`src/logic/agc_pkg.sv`:
```
package agc_pkg;
  localparam logic [5:0] GAIN_CTRL_ADDR  = 6'h1C;
  localparam logic [7:0] GAIN_CTRL_RESET = 8'h91;
  localparam int HYST_MSB = 7;
  localparam int HYST_LSB = 6;
  localparam int WAIT_MSB = 5;
  localparam int WAIT_LSB = 4;
  localparam int HOLD_MSB = 3;
  localparam int HOLD_LSB = 2;
  localparam int LEN_MSB  = 1;
  localparam int LEN_LSB  = 0;
  localparam logic [1:0] HOLD_NONE   = 2'h0;
  localparam logic [1:0] HOLD_SYNC   = 2'h1;
  localparam logic [1:0] HOLD_ANALOG = 2'h2;
  localparam logic [1:0] HOLD_ALL    = 2'h3;
  localparam logic [5:0] WAIT_SAMPLES [4] = '{6'h08, 6'h10, 6'h18, 6'h20};
  localparam logic [6:0] AVG_SAMPLES  [4] = '{7'h08, 7'h10, 7'h20, 7'h40};
  localparam logic [2:0] AVG_SHIFT    [4] = '{3'h3, 3'h4, 3'h5, 3'h6};
  localparam logic [4:0] OOK_BOUND_DB [4] = '{5'h04, 5'h08, 5'h0C, 5'h10};
  localparam logic [3:0] DEAD_UP      [4] = '{4'h2, 4'h3, 4'h4, 4'h6};
  localparam logic [3:0] DEAD_DOWN    [4] = '{4'h2, 4'h2, 4'h3, 4'h4};
  localparam logic [3:0] HYST_EXTRA   [4] = '{4'h0, 4'h1, 4'h2, 4'h4};
  localparam logic [7:0] MAG_TARGET = 8'h50;
  localparam logic [2:0] GAIN_MAX   = 3'h7;
  localparam logic [2:0] GAIN_MIN   = 3'h0;
  typedef enum {AGC_WAIT, AGC_ACC} agc_state_t;
endpackage

```
`src/logic/agc_avg_if.sv`:
```
`timescale 1ns/1ps
interface agc_avg_if;
  logic [1:0] lenSel;
  logic       start;
  logic       sampleValid;
  logic [7:0] sampleMag;
  logic       done;
  logic [7:0] avg;
  modport ctl (output lenSel, start, sampleValid, sampleMag,
               input done, avg);
  modport avgr (input lenSel, start, sampleValid, sampleMag,
                output done, avg);
endinterface

```
`src/logic/agc_avg.sv`:
```
`timescale 1ns/1ps
module agc_avg import agc_pkg::*; (
  input wire logic clock,
  input wire logic rst,
  agc_avg_if.avgr  link
);
  logic [13:0] sum;
  logic [13:0] next_sum;
  logic [6:0]  cnt;
  logic [6:0]  next_cnt;
  logic [1:0]  lenQ;
  logic [1:0]  next_lenQ;
  logic        busy;
  logic        next_busy;
  logic        done;
  logic        next_done;
  logic [7:0]  avg;
  logic [7:0]  next_avg;

  // The length is caught at the window start so one window never mixes two.
  always_comb begin
    logic [13:0] acc;
    acc       = sum + {6'h00, link.sampleMag};
    next_sum  = sum;
    next_cnt  = cnt;
    next_lenQ = lenQ;
    next_busy = busy;
    next_done = 1'b0;
    next_avg  = avg;
    if (link.start) begin
      next_sum  = 14'h0000;
      next_cnt  = 7'h00;
      next_lenQ = link.lenSel;
      next_busy = 1'b1;
    end else if (busy && link.sampleValid) begin
      if (cnt == AVG_SAMPLES[lenQ] - 7'h01) begin
        next_busy = 1'b0;
        next_done = 1'b1;
        next_avg  = 8'(acc >> AVG_SHIFT[lenQ]);
      end else begin
        next_sum = acc;
        next_cnt = cnt + 7'h01;
      end
    end
  end

  always_ff @(posedge clock) begin
    if (rst) begin
      sum  <= 14'h0000;
      cnt  <= 7'h00;
      lenQ <= 2'h0;
      busy <= 1'b0;
      done <= 1'b0;
      avg  <= 8'h00;
    end else begin
      sum  <= next_sum;
      cnt  <= next_cnt;
      lenQ <= next_lenQ;
      busy <= next_busy;
      done <= next_done;
      avg  <= next_avg;
    end
  end

  assign link.done = done;
  assign link.avg  = avg;
endmodule

```
`src/logic/agc_gain_loop.sv`:
```
// What this block does
// - Two-bit hysteresis field in bits 7:6 shapes gain decisions, resets to 2.
// - Settings 0..3 give none, low, medium, large hysteresis and small to large dead zones.
// - After each gain step wait 8, 16, 24 or 32 samples; reset 1.
// - Hold field bits 3:2 at 0, reset value, adjusts gain whenever needed.
// - Hold setting 1 stops gain changes once a sync word was found.
// - Hold setting 2 keeps analogue gain, still adjusts digital gain.
// - Hold setting 3 keeps both gains fixed for manual override.
// - Average amplitude over 8, 16, 32 or 64 samples; reset setting 1.
// - In OOK mode the length field sets a 4 to 16 dB decision boundary.
// - The whole configuration is one read/write 8-bit register at 0x1C.
`timescale 1ns/1ps
module agc_gain_loop import agc_pkg::*; (
  input  wire logic       clock,
  input  wire logic       rst,
  input  wire logic [5:0] regAddr,
  input  wire logic       regWrEn,
  input  wire logic [7:0] regWrData,
  input  wire logic       regRdEn,
  output logic      [7:0] regRdData,
  input  wire logic       sampleValid,
  input  wire logic [7:0] sampleMag,
  input  wire logic       syncFound,
  input  wire logic       rxStart,
  input  wire logic       ookMode,
  output logic      [2:0] analogGain,
  output logic      [2:0] digitalGain,
  output logic            gainStep,
  output logic            syncLock,
  output logic            ookBit
);
  agc_avg_if link ();

  logic [7:0] ctrl;
  logic [7:0] next_ctrl;
  logic [7:0] next_regRdData;
  logic [1:0] hystSel;
  logic [1:0] waitSel;
  logic [1:0] hold;
  logic [1:0] lenSel;

  agc_state_t state;
  agc_state_t next_state;
  logic [5:0] waitCnt;
  logic [5:0] next_waitCnt;
  logic       startPulse;
  logic       next_startPulse;
  logic [2:0] next_analogGain;
  logic [2:0] next_digitalGain;
  logic       next_gainStep;
  logic       lastDown;
  logic       next_lastDown;
  logic       next_syncLock;
  logic [7:0] peak;
  logic [7:0] next_peak;
  logic       next_ookBit;

  logic       locked;
  logic       analogOk;
  logic       digitalOk;
  logic [8:0] hiLim;
  logic [7:0] loLim;
  logic       tooHigh;
  logic       tooLow;

  assign hystSel = ctrl[HYST_MSB:HYST_LSB];
  assign waitSel = ctrl[WAIT_MSB:WAIT_LSB];
  assign hold    = ctrl[HOLD_MSB:HOLD_LSB];
  assign lenSel  = ctrl[LEN_MSB:LEN_LSB];

  assign link.lenSel      = lenSel;
  assign link.start       = startPulse;
  assign link.sampleValid = sampleValid;
  assign link.sampleMag   = sampleMag;

  agc_avg agc_avg_i (
    .clock (clock),
    .rst   (rst),
    .link  (link)
  );

  // Register port: reads of other addresses return zero.
  always_comb begin
    next_ctrl      = ctrl;
    next_regRdData = 8'h00;
    if (regWrEn && regAddr == GAIN_CTRL_ADDR) begin
      next_ctrl = regWrData;
    end
    if (regRdEn && regAddr == GAIN_CTRL_ADDR) begin
      next_regRdData = ctrl;
    end
  end

  always_ff @(posedge clock) begin
    if (rst) begin
      ctrl      <= GAIN_CTRL_RESET;
      regRdData <= 8'h00;
    end else begin
      ctrl      <= next_ctrl;
      regRdData <= next_regRdData;
    end
  end

  // A sync word arriving with the receive restart still locks the gain.
  assign next_syncLock = syncFound | (syncLock & ~rxStart);
  assign locked        = syncLock | syncFound;

  assign analogOk  = (hold == HOLD_NONE) ||
                     (hold == HOLD_SYNC && !locked);
  assign digitalOk = analogOk || (hold == HOLD_ANALOG);

  // The extra margin only applies against the last step's direction, so a
  // level near a threshold does not make the gain bounce back and forth.
  always_comb begin
    hiLim = {1'b0, MAG_TARGET} + {5'h00, DEAD_UP[hystSel]};
    loLim = MAG_TARGET - {4'h0, DEAD_DOWN[hystSel]};
    if (lastDown) begin
      loLim = loLim - {4'h0, HYST_EXTRA[hystSel]};
    end else begin
      hiLim = hiLim + {5'h00, HYST_EXTRA[hystSel]};
    end
    tooHigh = {1'b0, link.avg} > hiLim;
    tooLow  = link.avg < loLim;
  end

  always_comb begin
    next_state       = state;
    next_waitCnt     = waitCnt;
    next_startPulse  = 1'b0;
    next_analogGain  = analogGain;
    next_digitalGain = digitalGain;
    next_gainStep    = 1'b0;
    next_lastDown    = lastDown;
    case (state)
      AGC_WAIT: begin
        if (sampleValid) begin
          // A shorter wait written while counting must still end the wait.
          if (waitCnt >= WAIT_SAMPLES[waitSel] - 6'h01) begin
            next_startPulse = 1'b1;
            next_state      = AGC_ACC;
          end else begin
            next_waitCnt = waitCnt + 6'h01;
          end
        end
      end
      AGC_ACC: begin
        if (link.done) begin
          if (tooHigh && analogOk && analogGain != GAIN_MIN) begin
            next_analogGain = analogGain - 3'h1;
            next_gainStep   = 1'b1;
            next_lastDown   = 1'b1;
          end else if (tooHigh && digitalOk &&
                       digitalGain != GAIN_MIN) begin
            next_digitalGain = digitalGain - 3'h1;
            next_gainStep    = 1'b1;
            next_lastDown    = 1'b1;
          end else if (tooLow && analogOk && analogGain != GAIN_MAX) begin
            next_analogGain = analogGain + 3'h1;
            next_gainStep   = 1'b1;
            next_lastDown   = 1'b0;
          end else if (tooLow && digitalOk &&
                       digitalGain != GAIN_MAX) begin
            next_digitalGain = digitalGain + 3'h1;
            next_gainStep    = 1'b1;
            next_lastDown    = 1'b0;
          end
          if (next_gainStep) begin
            next_waitCnt = 6'h00;
            next_state   = AGC_WAIT;
          end else begin
            next_startPulse = 1'b1;
          end
        end
      end
      default: begin
        next_state   = AGC_WAIT;
        next_waitCnt = 6'h00;
      end
    endcase
  end

  always_ff @(posedge clock) begin
    if (rst) begin
      state       <= AGC_WAIT;
      waitCnt     <= 6'h00;
      startPulse  <= 1'b0;
      analogGain  <= GAIN_MAX;
      digitalGain <= GAIN_MAX;
      gainStep    <= 1'b0;
      lastDown    <= 1'b0;
      syncLock    <= 1'b0;
    end else begin
      state       <= next_state;
      waitCnt     <= next_waitCnt;
      startPulse  <= next_startPulse;
      analogGain  <= next_analogGain;
      digitalGain <= next_digitalGain;
      gainStep    <= next_gainStep;
      lastDown    <= next_lastDown;
      syncLock    <= next_syncLock;
    end
  end

  // The peak reference restarts from each new average so that it follows
  // slow fading; a burst shorter than one window is still tracked.
  always_comb begin
    next_peak   = peak;
    next_ookBit = 1'b0;
    if (sampleValid && sampleMag > peak) begin
      next_peak = sampleMag;
    end
    if (link.done) begin
      next_peak = link.avg;
    end
    if (ookMode && sampleValid) begin
      next_ookBit = ({1'b0, sampleMag} + {4'h0, OOK_BOUND_DB[lenSel]}) >=
                    {1'b0, peak};
    end
  end

  always_ff @(posedge clock) begin
    if (rst) begin
      peak   <= 8'h00;
      ookBit <= 1'b0;
    end else begin
      peak   <= next_peak;
      ookBit <= next_ookBit;
    end
  end

  // Independent count of settling samples, kept only for the wait check.
  logic [5:0] settleSeen;
  logic [5:0] next_settleSeen;

  always_comb begin
    next_settleSeen = settleSeen;
    if (state != AGC_WAIT) begin
      next_settleSeen = 6'h00;
    end else if (sampleValid && settleSeen != 6'h3F) begin
      next_settleSeen = settleSeen + 6'h01;
    end
  end

  always_ff @(posedge clock) begin
    if (rst) begin
      settleSeen <= 6'h00;
    end else begin
      settleSeen <= next_settleSeen;
    end
  end
endmodule

```
`config.mk`:
```
export PLATFORM = sky130hd
export DESIGN_NAME = agc_gain_loop
export DESIGN_NICKNAME = d
export VERILOG_FILES = /design/src/logic/agc_pkg.sv /design/src/logic/agc_avg_if.sv /design/src/logic/agc_avg.sv /design/src/logic/agc_gain_loop.sv
export SDC_FILE = /design/constraint.sdc
export NUM_CORES = 1
export LEC_CHECK = 0
export ABC_AREA = 1
export BUFFER_PORTS_ARGS = -buffer_cell sky130_fd_sc_hd__buf_2
export CORE_MARGIN = 2
export CORE_UTILIZATION = 35
export DETAILED_ROUTE_END_ITERATION = 8
export PLACE_DENSITY_LB_ADDON = 0.12
export SKIP_CTS_REPAIR_TIMING = 1
export SYNTH_ARGS = -nofsm -noshare
export SYNTH_HDL_FRONTEND = slang
export SYNTH_SLANG_ARGS = --single-unit
```
`constraint.sdc`:
```
create_clock -name clock -period 7.45 [get_ports clock]
set_clock_uncertainty 0.2 [all_clocks]
set_input_delay 0.745 -clock clock [delete_from_list [all_inputs] [get_ports clock]]
set_output_delay 0.745 -clock clock [all_outputs]
set_load 0.05 [all_outputs]
```
# Yosys cells after proc, flatten, opt, wreduce, memory -nomap -nowiden
# Cells that the tools add are included.
[word_totals]
register_bits = 106
input_bits = 30
out_inout_bits = 17
elab_cells = 172
[op_classes]
add_sub_neg = 14
order_cmp = 9
eq_ne = 14
shifts = 1
mux = 60
bitwise_logic = 16
reduce_logical = 40
[ops]
columns = ["op", "count"]
rows = [
  ["$mux 32", 4],
  ["$pmux 32 s2", 1],
  ["$mux 6", 6],
  ["$eq 32x1->1 const B", 1],
  ["$logic_not 32->1", 1],
  ["$bmux 4 s2", 3],
  ["$mux 3", 8],
  ["$mux 4", 6],
  ["$mux 8", 3],
  ["$mux 1", 18],
  ["$add 14x8->14", 1],
  ["$bmux 7 s2", 1],
  ["$logic_and 1x1->1", 14],
  ["$mux 7", 2],
  ["$shr 14x3->8", 1],
  ["$bmux 6 s2", 1],
  ["$ge 3x3->1 const B", 4],
  ["$ne 2x2->1 const B", 6],
  ["$not 2->3", 4],
  ["$pmux 6 s2", 1],
  ["$reduce_and 4->1", 3],
  ["$bmux 5 s2", 1],
  ["$mux 5", 2],
  ["$reduce_bool 2->1", 5],
  ["38 further kinds", 57],
]

# Depth between registers and ports, before layout
# Gate-level depths: netlist of the first run.
[logic_depth]
ltp_word = 19
depth_mapped = 18
mapped_depth_nobuf = 18

# Modules after synthesis
# Synthesis of the first run repeated with hierarchy kept, for this count alone.
[hier_totals]
cells_unflattened = 801
area_unflattened_um2 = 5393.9
[modules_own_cells]
columns = ["mod", "n_inst", "cells_per_inst", "area_per_inst_um2", "seq_area_each_um2"]
rows = [
  ["agc_gain_loop", 1, 396, 2901.5, 840.8],
  ["agc_avg", 1, 405, 2492.4, 660.6],
]

# Worst setup path after synthesis of the first run
# OpenSTA, ideal clock, no wires.
[synth_timing]
kind = "register -> register"
start = "register ctrl[6]"
end = "register digitalGain[2]"
setup_ns = 0.129
arrival_time_ns = 2.467
required_ns = 7.121
slack_ns = 4.654
path_stages_with_launch = 15
path_buffers = 0
period_less_slack_ns = 2.796
cell_sequence = "dfxtp_1 -> inv_1 -> ha_1 -> nor2_1 -> nor2_1 -> ha_1 -> nand2_1 -> nor2_1 -> nand3b_1 -> nand3_2 -> nand3_2 -> fa_1 -> xnor3_1 -> nand2_1 -> nand3_1"
[synth_via]
elab_chain_cells = 12
word_cells_on_any_way = 31
classes_between = "add/sub (4); order compare (2); eq/ne (1); mux (12); bitwise (2); reduce/logical (10)"
[synth_lines]
columns = ["element", "line", "source"]
rows = [
  ["start: declaration", "agc_gain_loop.sv:34", "logic [7:0] ctrl;"],
  ["start signal: assignment", "agc_gain_loop.sv:99", "ctrl <= next_ctrl;"],
  ["$not 2->3 (implied by the code) *", "n/a", ""],
  ["$bmux 4 s2, on equally long branches", "agc_gain_loop.sv:115, agc_gain_loop.sv:116", ""],
  ["$mux 4, on equally long branches (2 in series)", "agc_gain_loop.sv:115, agc_gain_loop.sv:116", ""],
  ["$add 7x4->8 / $sub 7x4->8 (equally long branches)", "agc_gain_loop.sv:115, agc_gain_loop.sv:116", ""],
  ["$add 8x4->9 / $sub 8x4->8 (equally long branches)", "agc_gain_loop.sv:120, agc_gain_loop.sv:118", ""],
  ["$mux 9 / $mux 8 (equally long branches)", "agc_gain_loop.sv:117", "if (lastDown) begin"],
  ["$gt 8x9->1 / $lt 8x8->1 (equally long branches)", "agc_gain_loop.sv:122, agc_gain_loop.sv:123", ""],
  ["$logic_and 1x1->1, on equally long branches (2 in series)", "n/a", ""],
  ["$ne 2x2->1 (no source line), or another cell as far along", "n/a", ""],
  ["$reduce_and 5->1 (no source line)", "n/a", ""],
  ["end signal: assignment", "agc_gain_loop.sv:197", "digitalGain <= next_digitalGain;"],
  ["end: declaration", "agc_gain_loop.sv:27", "output logic [2:0] digitalGain,"],
]
# Every way passes the cells marked *; elsewhere a longest branch is shown, timed or not. The select of a mux whose other input is x is not followed.
# A chain may end at the register's enable or synchronous reset.

# Worst setup path in the final report of the first run
[layout_timing]
start = "register ctrl[6]"
end = "register analogGain[2]"
[layout_via]
elab_chain_cells = 12
word_cells_on_any_way = 28
classes_between = "add/sub (4); order compare (2); eq/ne (1); mux (12); bitwise (1); reduce/logical (8)"
[layout_lines]
columns = ["element", "line", "source"]
rows = [
  ["$not 2->3 (implied by the code) *", "n/a", ""],
  ["$bmux 4 s2, on equally long branches", "agc_gain_loop.sv:115, agc_gain_loop.sv:116", ""],
  ["$mux 4, on equally long branches (2 in series)", "agc_gain_loop.sv:115, agc_gain_loop.sv:116", ""],
  ["$add 7x4->8 / $sub 7x4->8 (equally long branches)", "agc_gain_loop.sv:115, agc_gain_loop.sv:116", ""],
  ["$add 8x4->9 / $sub 8x4->8 (equally long branches)", "agc_gain_loop.sv:120, agc_gain_loop.sv:118", ""],
  ["$mux 9 / $mux 8 (equally long branches)", "agc_gain_loop.sv:117", ""],
  ["$gt 8x9->1 / $lt 8x8->1 (equally long branches)", "agc_gain_loop.sv:122, agc_gain_loop.sv:123", ""],
  ["$logic_and 1x1->1, on equally long branches (2 in series)", "agc_gain_loop.sv:148, agc_gain_loop.sv:152, agc_gain_loop.sv:157", ""],
  ["$ne 2x2->1 (no source line) / $reduce_bool 2->1 (equally long branches)", "n/a", ""],
  ["$reduce_and 4->1 (no source line)", "n/a", ""],
  ["end signal: assignment", "agc_gain_loop.sv:196", "analogGain <= next_analogGain;"],
  ["end: declaration", "agc_gain_loop.sv:26", "output logic [2:0] analogGain,"],
]
# Marked as above.

==> results.sh, run 1 <==
export IMPL_p_per_area_nw_per_um2=168
export IMPL_p_total_mw=1.00
export IMPL_finalInstanceArea_sq_um=5980
export IMPL_drc=0
export IMPL_cts_reportedPaths_clkPinSlew_ps=70
export IMPL_dp_hpwl_mm=10.5
export IMPL_fp_dieH_um=127
export IMPL_synth_distinct_cells=48
export IMPL_antenna_found_initial=0
export IMPL_holdWs_ps=276
export IMPL_area_growth_pct=13.2
export IMPL_placed_cell_area_sq_um=5660
export IMPL_portBuffers=46
export IMPL_reg2regPathDepth=15
export IMPL_reg2reg_setup_slack_ps=4360
export IMPL_cp_start_kind="register"
export IMPL_drv_slew=0
export IMPL_p_leak_nw=3.00
export IMPL_synth_most_common_cell="nand2_1"
export IMPL_dp_cells=979
export IMPL_globalRoute_totalOverflow=0
export IMPL_postRouteAntennaNets=0
export IMPL_fin_crit_ps=3090
export IMPL_vias_per_cell=4.92
export IMPL_synthCells=765
export IMPL_syn_nets=846
export IMPL_cts_max_path_buffers=2
export IMPL_fin_ws_ps=4360
export IMPL_hp_class="reg -> reg"
export IMPL_die_w_um=127
export IMPL_p_sw_share_pct=26.1
export IMPL_coreArea_sq_um=14600
export IMPL_yosys_top_cells_area="dfxtp_1 (28%), nand2_1 (12%), ha_1 (11%), inv_1 (7.5%), nand3_1 (6.4%)"
export IMPL_timing_fmax_mhz=324
export IMPL_finalNonFillerCells=995
export IMPL_seqPwrFrac_pct=41.1
export IMPL_endpoint="analogGain[2]"
export IMPL_dieArea_sq_um=16100
export IMPL_drive_above_1_share_pct=14.9
export IMPL_p_int_mw=0.741
export IMPL_tns_ps=0
export IMPL_worstReg2RegEnd="analogGain[2]"
export IMPL_post_route_util_pct=40.9
export IMPL_drv_cap=0
export IMPL_drt_iter0_drc=260
export IMPL_synth_commonest_cells="nand2_1 (166), inv_1 (106), nor2_1 (76)"
export IMPL_cts_buffers=9
export IMPL_period_share_pct=41.5
export IMPL_root_buffer="clkbuf_16"
export IMPL_combPwrFrac_pct=9.6
export IMPL_critPathLaunch="ctrl[6]"
export IMPL_worstSetupEndpointType="register"
export IMPL_seq_area_frac_synth_pct=28.4
export IMPL_cts_tree="yes"
export IMPL_ys_ff_latch=75
export IMPL_cp_required_ps=7460
export IMPL_yosysTopAreaCell="dfxtp_1"
export IMPL_yosysTopAreaCellShare_pct=28.4
export IMPL_cp_arrival_ps=3090
export IMPL_synth_area_per_cell_sq_um=6.91
export IMPL_grt_max_degree=31
export IMPL_grtUsageTotal_pct=18.3
export IMPL_clkPwrFrac_pct=49.3
export IMPL_vias=4897
export IMPL_cp_max_fo=6
export IMPL_first_pass_iters=5
export IMPL_wl_per_cell_um=13.9
export IMPL_slew_headroom_pct=38.1
export IMPL_status="finished, final reports clean"
export IMPL_globalplace_congestion=0.842
export IMPL_htree_levels=3
export IMPL_grt_pass1_wl_mm=23.6
export IMPL_synth_edf_count=0
export IMPL_clock_sinks=75
export IMPL_grt_pass1_vias=4833
export IMPL_diodes=0
export IMPL_core_rowCount=44
export IMPL_setup_viol=0
export IMPL_peakVddDrop_uv=99.4
export IMPL_initial_utilization_pct=36.1
export IMPL_rsz0062_at_grt="false"
export IMPL_async_flop_share_pct=0
export IMPL_r2r_start="ctrl[6]"
export IMPL_pre_cts_ws_ps=4380
export IMPL_final_nets=887
export IMPL_hold_violations=0
export IMPL_syn_cell_area_sq_um=5290
export IMPL_synth_flop_cell="dfxtp_1"
export IMPL_fillCellCount=1550
export IMPL_io_pins=47
export IMPL_switching_power_mw=0.262
export IMPL_worst_slew_pin_slew_ps=928
export IMPL_yosys_warnings=0
export IMPL_drt_wl_total_mm=13.8
export IMPL_insertion_delay_ps=350
export IMPL_crit_type="reg -> reg"
## final cells by class
class,count,area [sq um],share of cell area (%)
Clock inverter,6,95.1,1.59
Multi-Input combinational cell,558,3260,54.4
Clock buffer,10,229,3.83
Tap cell,184,230,3.85
Inverter,115,434,7.26
Timing Repair Buffer,47,238,3.97
Sequential cell,75,1500,25.1
## logic make-up (layout without fill, tap and decap cells)
family	count (synthesis)	in the layout	share of synthesized area, %
adders and majority gates	51	51	12.6
AOI/OAI and AO/OA	122	122	13.4
and+or+nand+nor	371	371	33.0
buffers and inverters	132	178	9.99
DFF	75	75	28.4
xor gates and xnor gates	14	14	2.58
## layout by cell type (no fill, tap or decap), drive strengths merged
cell | synthesis | final
o22ai | 1 | 1
xnor2 | 6 | 6
clkbuf | 6 | 10
o211ai | 10 | 10
fa | 4 | 4
a31oi | 2 | 2
a21boi | 2 | 2
clkinv | 0 | 1
o21ai | 56 | 56
and3 | 1 | 1
a221oi | 1 | 1
a21oi | 45 | 45
a41oi | 1 | 1
or2 | 1 | 1
a211oi | 3 | 3
buf | 11 | 47
xnor3 | 1 | 1
nor3 | 10 | 10
ha | 47 | 47
dfxtp | 75 | 75
nand4 | 7 | 7
nand3b | 4 | 4
nor2 | 83 | 83
a21o | 1 | 1
inv | 115 | 118
nor4 | 3 | 3
nor3b | 1 | 1
nand2 | 183 | 183
bufinv | 0 | 2
xor2 | 7 | 7
nand3 | 78 | 78
## power by group through the flow
| stage | Combinational, mW | Sequential (mW) | Clock [mW] |
|---|---|---|---|
| finish | 0.0965 | 0.412 | 0.495 |
| global route | 0.114 | 0.413 | 0.523 |
| CTS | 0.0976 | 0.412 | 0.510 |
| detailed placement | 0.0969 | 0.421 | 0 |
| global placement | 0.0956 | 0.421 | 0 |
| floorplan | 0.0635 | 0.423 | 0 |
## worst max-delay path, stage by stage (launching register included)
cell and delay (ps):
dfxtp_1 440, inv_1 130, ha_1 330, nor2_1 100, nor2_1 60, ha_1 290, nand2_1 70, nor2_1 120
nand3b_1 100, nand3_2 120, nand3_2 140, fa_1 420, xnor2_1 240, nor2_1 60, nand2_1 60, nand3_1 60
## layer usage
layer | global-route usage, % | share of wire [%] | up-vias
li1 | - | - | 2572
met1 | 24.2 | 49 | 2236
met2 | 29.7 | 46 | 71
met3 | 2.91 | 2.7 | 18
met4 | 7.56 | 2.2 | 0
met5 | 0 | 0 | -
## how the worst min path moves through the flow
stage	startpoint	end	slack (ps)	cells after the start
floorplan	ctrl[5]	regRdData[5]	240	2
global placement	agc_avg_i.cnt[0]	agc_avg_i.cnt[0]	270	1
detailed placement	ctrl[5]	regRdData[5]	270	2
CTS	ctrl[5]	regRdData[5]	280	2
global route	agc_avg_i.busy	agc_avg_i.busy	310	2
finish	ctrl[5]	regRdData[5]	280	2
## sequential cells by signal, summed over array words and instances (netlist names)
signal	cells
waitCnt	6
state	1
ookBit	1
agc_avg_i.lenQ	2
regRdData	8
lastDown	1
gainStep	1
agc_avg_i.cnt	7
ctrl	8
link.start	1
peak	8
agc_avg_i.link.done	1
syncLock	1
analogGain	3
agc_avg_i.link.avg	8
agc_avg_i.busy	1
agc_avg_i.sum	14
digitalGain	3
(Power assumes the default switching activity.)
==> run 2: changes to the inputs <==
--- a/config.mk
+++ b/config.mk
@@ -5,7 +5,7 @@
 export SDC_FILE = /design/constraint.sdc
 export NUM_CORES = 1
 export LEC_CHECK = 0
-export ABC_AREA = 1
+export ABC_AREA = 0
 export BUFFER_PORTS_ARGS = -buffer_cell sky130_fd_sc_hd__buf_2
 export CORE_MARGIN = 2
 export CORE_UTILIZATION = 35
==> constraint.sdc (replaced) <==
create_clock -name clock -period 2.9 [get_ports clock]
set_clock_uncertainty 0.2 [all_clocks]
set_input_delay 0.29 -clock clock [delete_from_list [all_inputs] [get_ports clock]]
set_output_delay 0.29 -clock clock [all_outputs]
set_load 0.05 [all_outputs]
==> run 2 against run 1 <==
- the flow now finishes with violations (hold timing, setup timing)
- clock power is 140% higher
- highest routed layer unchanged
- largest power group unchanged
- worst setup slack worse by 4500 ps
- non-clock buffer count rose by 63
- fmax increased by 1.3%
- synthesized cell count decreased by 21%
- largest cell class unchanged
- utilization rose by 4.3 points
- first-iteration DRC count down 24%
==> results.sh, run 2 <==
export IMPL_antenna_found_initial=0
export IMPL_cp_cell_sequence="inv_4, ha_4, mux2_4, ha_4, o21a_1, o31ai_2, a21oi_2, and2_4, inv_2, fa_2, or3_4, a21oi_2, mux2i_1"
export IMPL_worstReg2RegEnd="digitalGain[2]"
export IMPL_yosysTopAreaCell="dfxtp_1"
export IMPL_cp_start_kind="register"
export IMPL_p_per_area_nw_per_um2=395
export IMPL_largest_register="agc_avg_i.sum"
export IMPL_synth_most_common_cell="nor2_1"
export IMPL_setup_viol=2
export IMPL_coreArea_sq_um=13900
export IMPL_first_pass_iters=4
export IMPL_area_growth_pct=25.4
export IMPL_diodes=0
export IMPL_crit_family="adder cells"
export IMPL_synth_area_per_cell_sq_um=8.35
export IMPL_cp_arrival_ps=3130
export IMPL_ys_ff_latch=75
export IMPL_synth_flop_cell="dfxtp_1"
export IMPL_wl_per_cell_um=14.6
export IMPL_reg2reg_setup_slack_ps=-150
export IMPL_rsz0062_at_grt="true"
export IMPL_drc=0
export IMPL_synthCells=601
export IMPL_hold_violations=5
export IMPL_cts_max_path_buffers=2
export IMPL_cp_num_buf_inv=2
export IMPL_reg2regPathDepth=13
export IMPL_crit_path_max_incr_delay_ps=390
export IMPL_tns_ps=-212
export IMPL_worst_slew_pin_slew_ps=572
export IMPL_placed_cell_area_sq_um=5840
export IMPL_syn_nets=682
export IMPL_finalInstanceArea_sq_um=6300
export IMPL_holdWs_ps=-22.5
export IMPL_status="finished with violations"
export IMPL_slowest_stage="dfxtp_4"
export IMPL_dp_hpwl_mm=9.72
export IMPL_drive_above_1_share_pct=23.5
export IMPL_hp_class="in -> reg"
export IMPL_drv_cap=0
export IMPL_portBuffers=46
export IMPL_core_rowCount=43
export IMPL_globalRoute_totalOverflow=0
export IMPL_fp_dieH_um=124
export IMPL_p_total_mw=2.49
export IMPL_grtUsageTotal_pct=17.8
export IMPL_grt_max_degree=29
export IMPL_pre_cts_ws_ps=-315
export IMPL_synth_commonest_cells="nor2_1 (83), dfxtp_1 (75), ha_1 (47)"
export IMPL_root_buffer="clkbuf_16"
export IMPL_cp_required_ps=2980
export IMPL_cts_reportedPaths_clkPinSlew_ps=70
export IMPL_period_share_pct=105
export IMPL_cts_tree="yes"
export IMPL_yosys_warnings=0
export IMPL_htree_levels=3
export IMPL_synth_distinct_cells=66
export IMPL_p_leak_nw=2.73
export IMPL_seq_area_frac_synth_pct=29.9
export IMPL_holdPathEnd="ctrl[2]"
export IMPL_synth_edf_count=0
export IMPL_io_pins=47
export IMPL_fin_ws_ps=-150
export IMPL_largest_reg_flops=14
export IMPL_worstSetupEndpointType="register"
export IMPL_die_w_um=124
export IMPL_final_nets=782
export IMPL_hp_start="regWrData[2]"
export IMPL_vias_per_cell=5.08
export IMPL_r2r_start="ctrl[6]"
export IMPL_timing_fmax_mhz=328
export IMPL_async_flop_share_pct=0
export IMPL_clock_sinks=75
export IMPL_globalplace_congestion=0.814
export IMPL_vias=4497
export IMPL_final_common_cell="nor2_1"
export IMPL_initial_utilization_pct=36.0
export IMPL_drt_iter0_drc=198
export IMPL_fillCellCount=1350
export IMPL_fin_crit_ps=3050
export IMPL_whs_path_depth=3
export IMPL_grt_pass1_wl_mm=21.3
export IMPL_violations="hold timing, setup timing"
export IMPL_peakVddDrop_uv=325
export IMPL_postRouteAntennaNets=0
export IMPL_cp_max_fo=4
export IMPL_layout_common_cells="nor2_1 (83), dfxtp_1 (73), buf_4 (59)"
export IMPL_slew_headroom_pct=61.9
export IMPL_syn_cell_area_sq_um=5020
export IMPL_grt_pass1_vias=4307
export IMPL_drv_slew=0
export IMPL_crit_type="reg -> reg"
export IMPL_drt_wl_total_mm=12.9
export IMPL_dieArea_sq_um=15300
export IMPL_yosys_top_cells_area="dfxtp_1 (30%), ha_1 (12%), nor2_1 (6.2%), mux2i_1 (5.8%), nand2_1 (3.3%)"
export IMPL_cts_buffers=9
export IMPL_insertion_delay_ps=350
export IMPL_yosysTopAreaCellShare_pct=29.9
run 2: cell types whose count changed after synthesis, sizes merged, moves of 20 or more:
cell,before,now
a21oi,45,25
mux2i,0,29
o21ai,56,26
inv,115,38
nand2,183,44
nand3,78,18
run 2: layer usage:
layer / up-vias / share of wire (%) / GRT usage (%)
li1: 2341 / - / -
met1: 2067 / 49 / 23.6
met2: 72 / 45 / 28.6
met3: 17 / 4.2 / 4.53
met4: 0 / 1.8 / 5.54
met5: - / 0 / 0
run 2: worst reg2reg max path, stage by stage, from the launching register on:
cell and delay, ps:
dfxtp_4 390, inv_4 50, ha_4 200, mux2_4 280
ha_4 270, o21a_1 120, o31ai_2 70, a21oi_2 180
and2_4 180, inv_2 40, fa_2 340, or3_4 330
a21oi_2 150, mux2i_1 190
run 2: how the worst max path moves through the flow:
stage                        from              to  slack (ps)  cells after the start
final                     ctrl[6]  digitalGain[2]        -150                     13
after CTS                 ctrl[7]  digitalGain[2]        -340                     13
after floorplan           ctrl[6]  digitalGain[2]         -70                     13
after global placement    ctrl[7]  digitalGain[2]        -210                     13
after detailed placement  ctrl[7]  digitalGain[2]        -310                     13
after global routing      ctrl[6]  digitalGain[2]        -240                     13
run 2: final cells by class:
cell class	count	area, sq um	share of cell area, %
clock inverters	7	81.3	1.29
flip-flops and latches	75	1510	24.0
well taps	180	225	3.58
clock buffers	9	225	3.58
multi-input cells	467	3380	53.8
repair buffers	110	723	11.5
inverters	38	148	2.34
run 2: per-stage QoR:
| step | util [%] | hold WS, ps | instances |
|---|---|---|---|
| final | 45.2 | -22.5 | 886 |
| after global routing | 45.2 | 1.06 | 886 |
| after CTS | 44.1 | -63.4 | 878 |
| after detailed placement | 41.9 | 279 | 862 |
| after global placement | 41.9 | 257 | 862 |
| after floorplan | - | 207 | 601 |
run 2: logic make-up after synthesis:
kind of cell	synth area share, %
AOI/OAI and AO/OA	19.2
muxes	6.46
buffers and inverters	5.33
and+or+nand+nor	20.6
adders and majority gates	13.3
xor gates and xnor gates	5.21
DFF	29.9
run 2: power by group:
part	switching, mW	leakage (nW)	internal [mW]	total, mW
registers	0.00861	0.607	1.04	1.05
logic	0.133	1.98	0.114	0.247
clock network	0.506	0.148	0.682	1.19
total	0.648	2.73	1.84	2.49
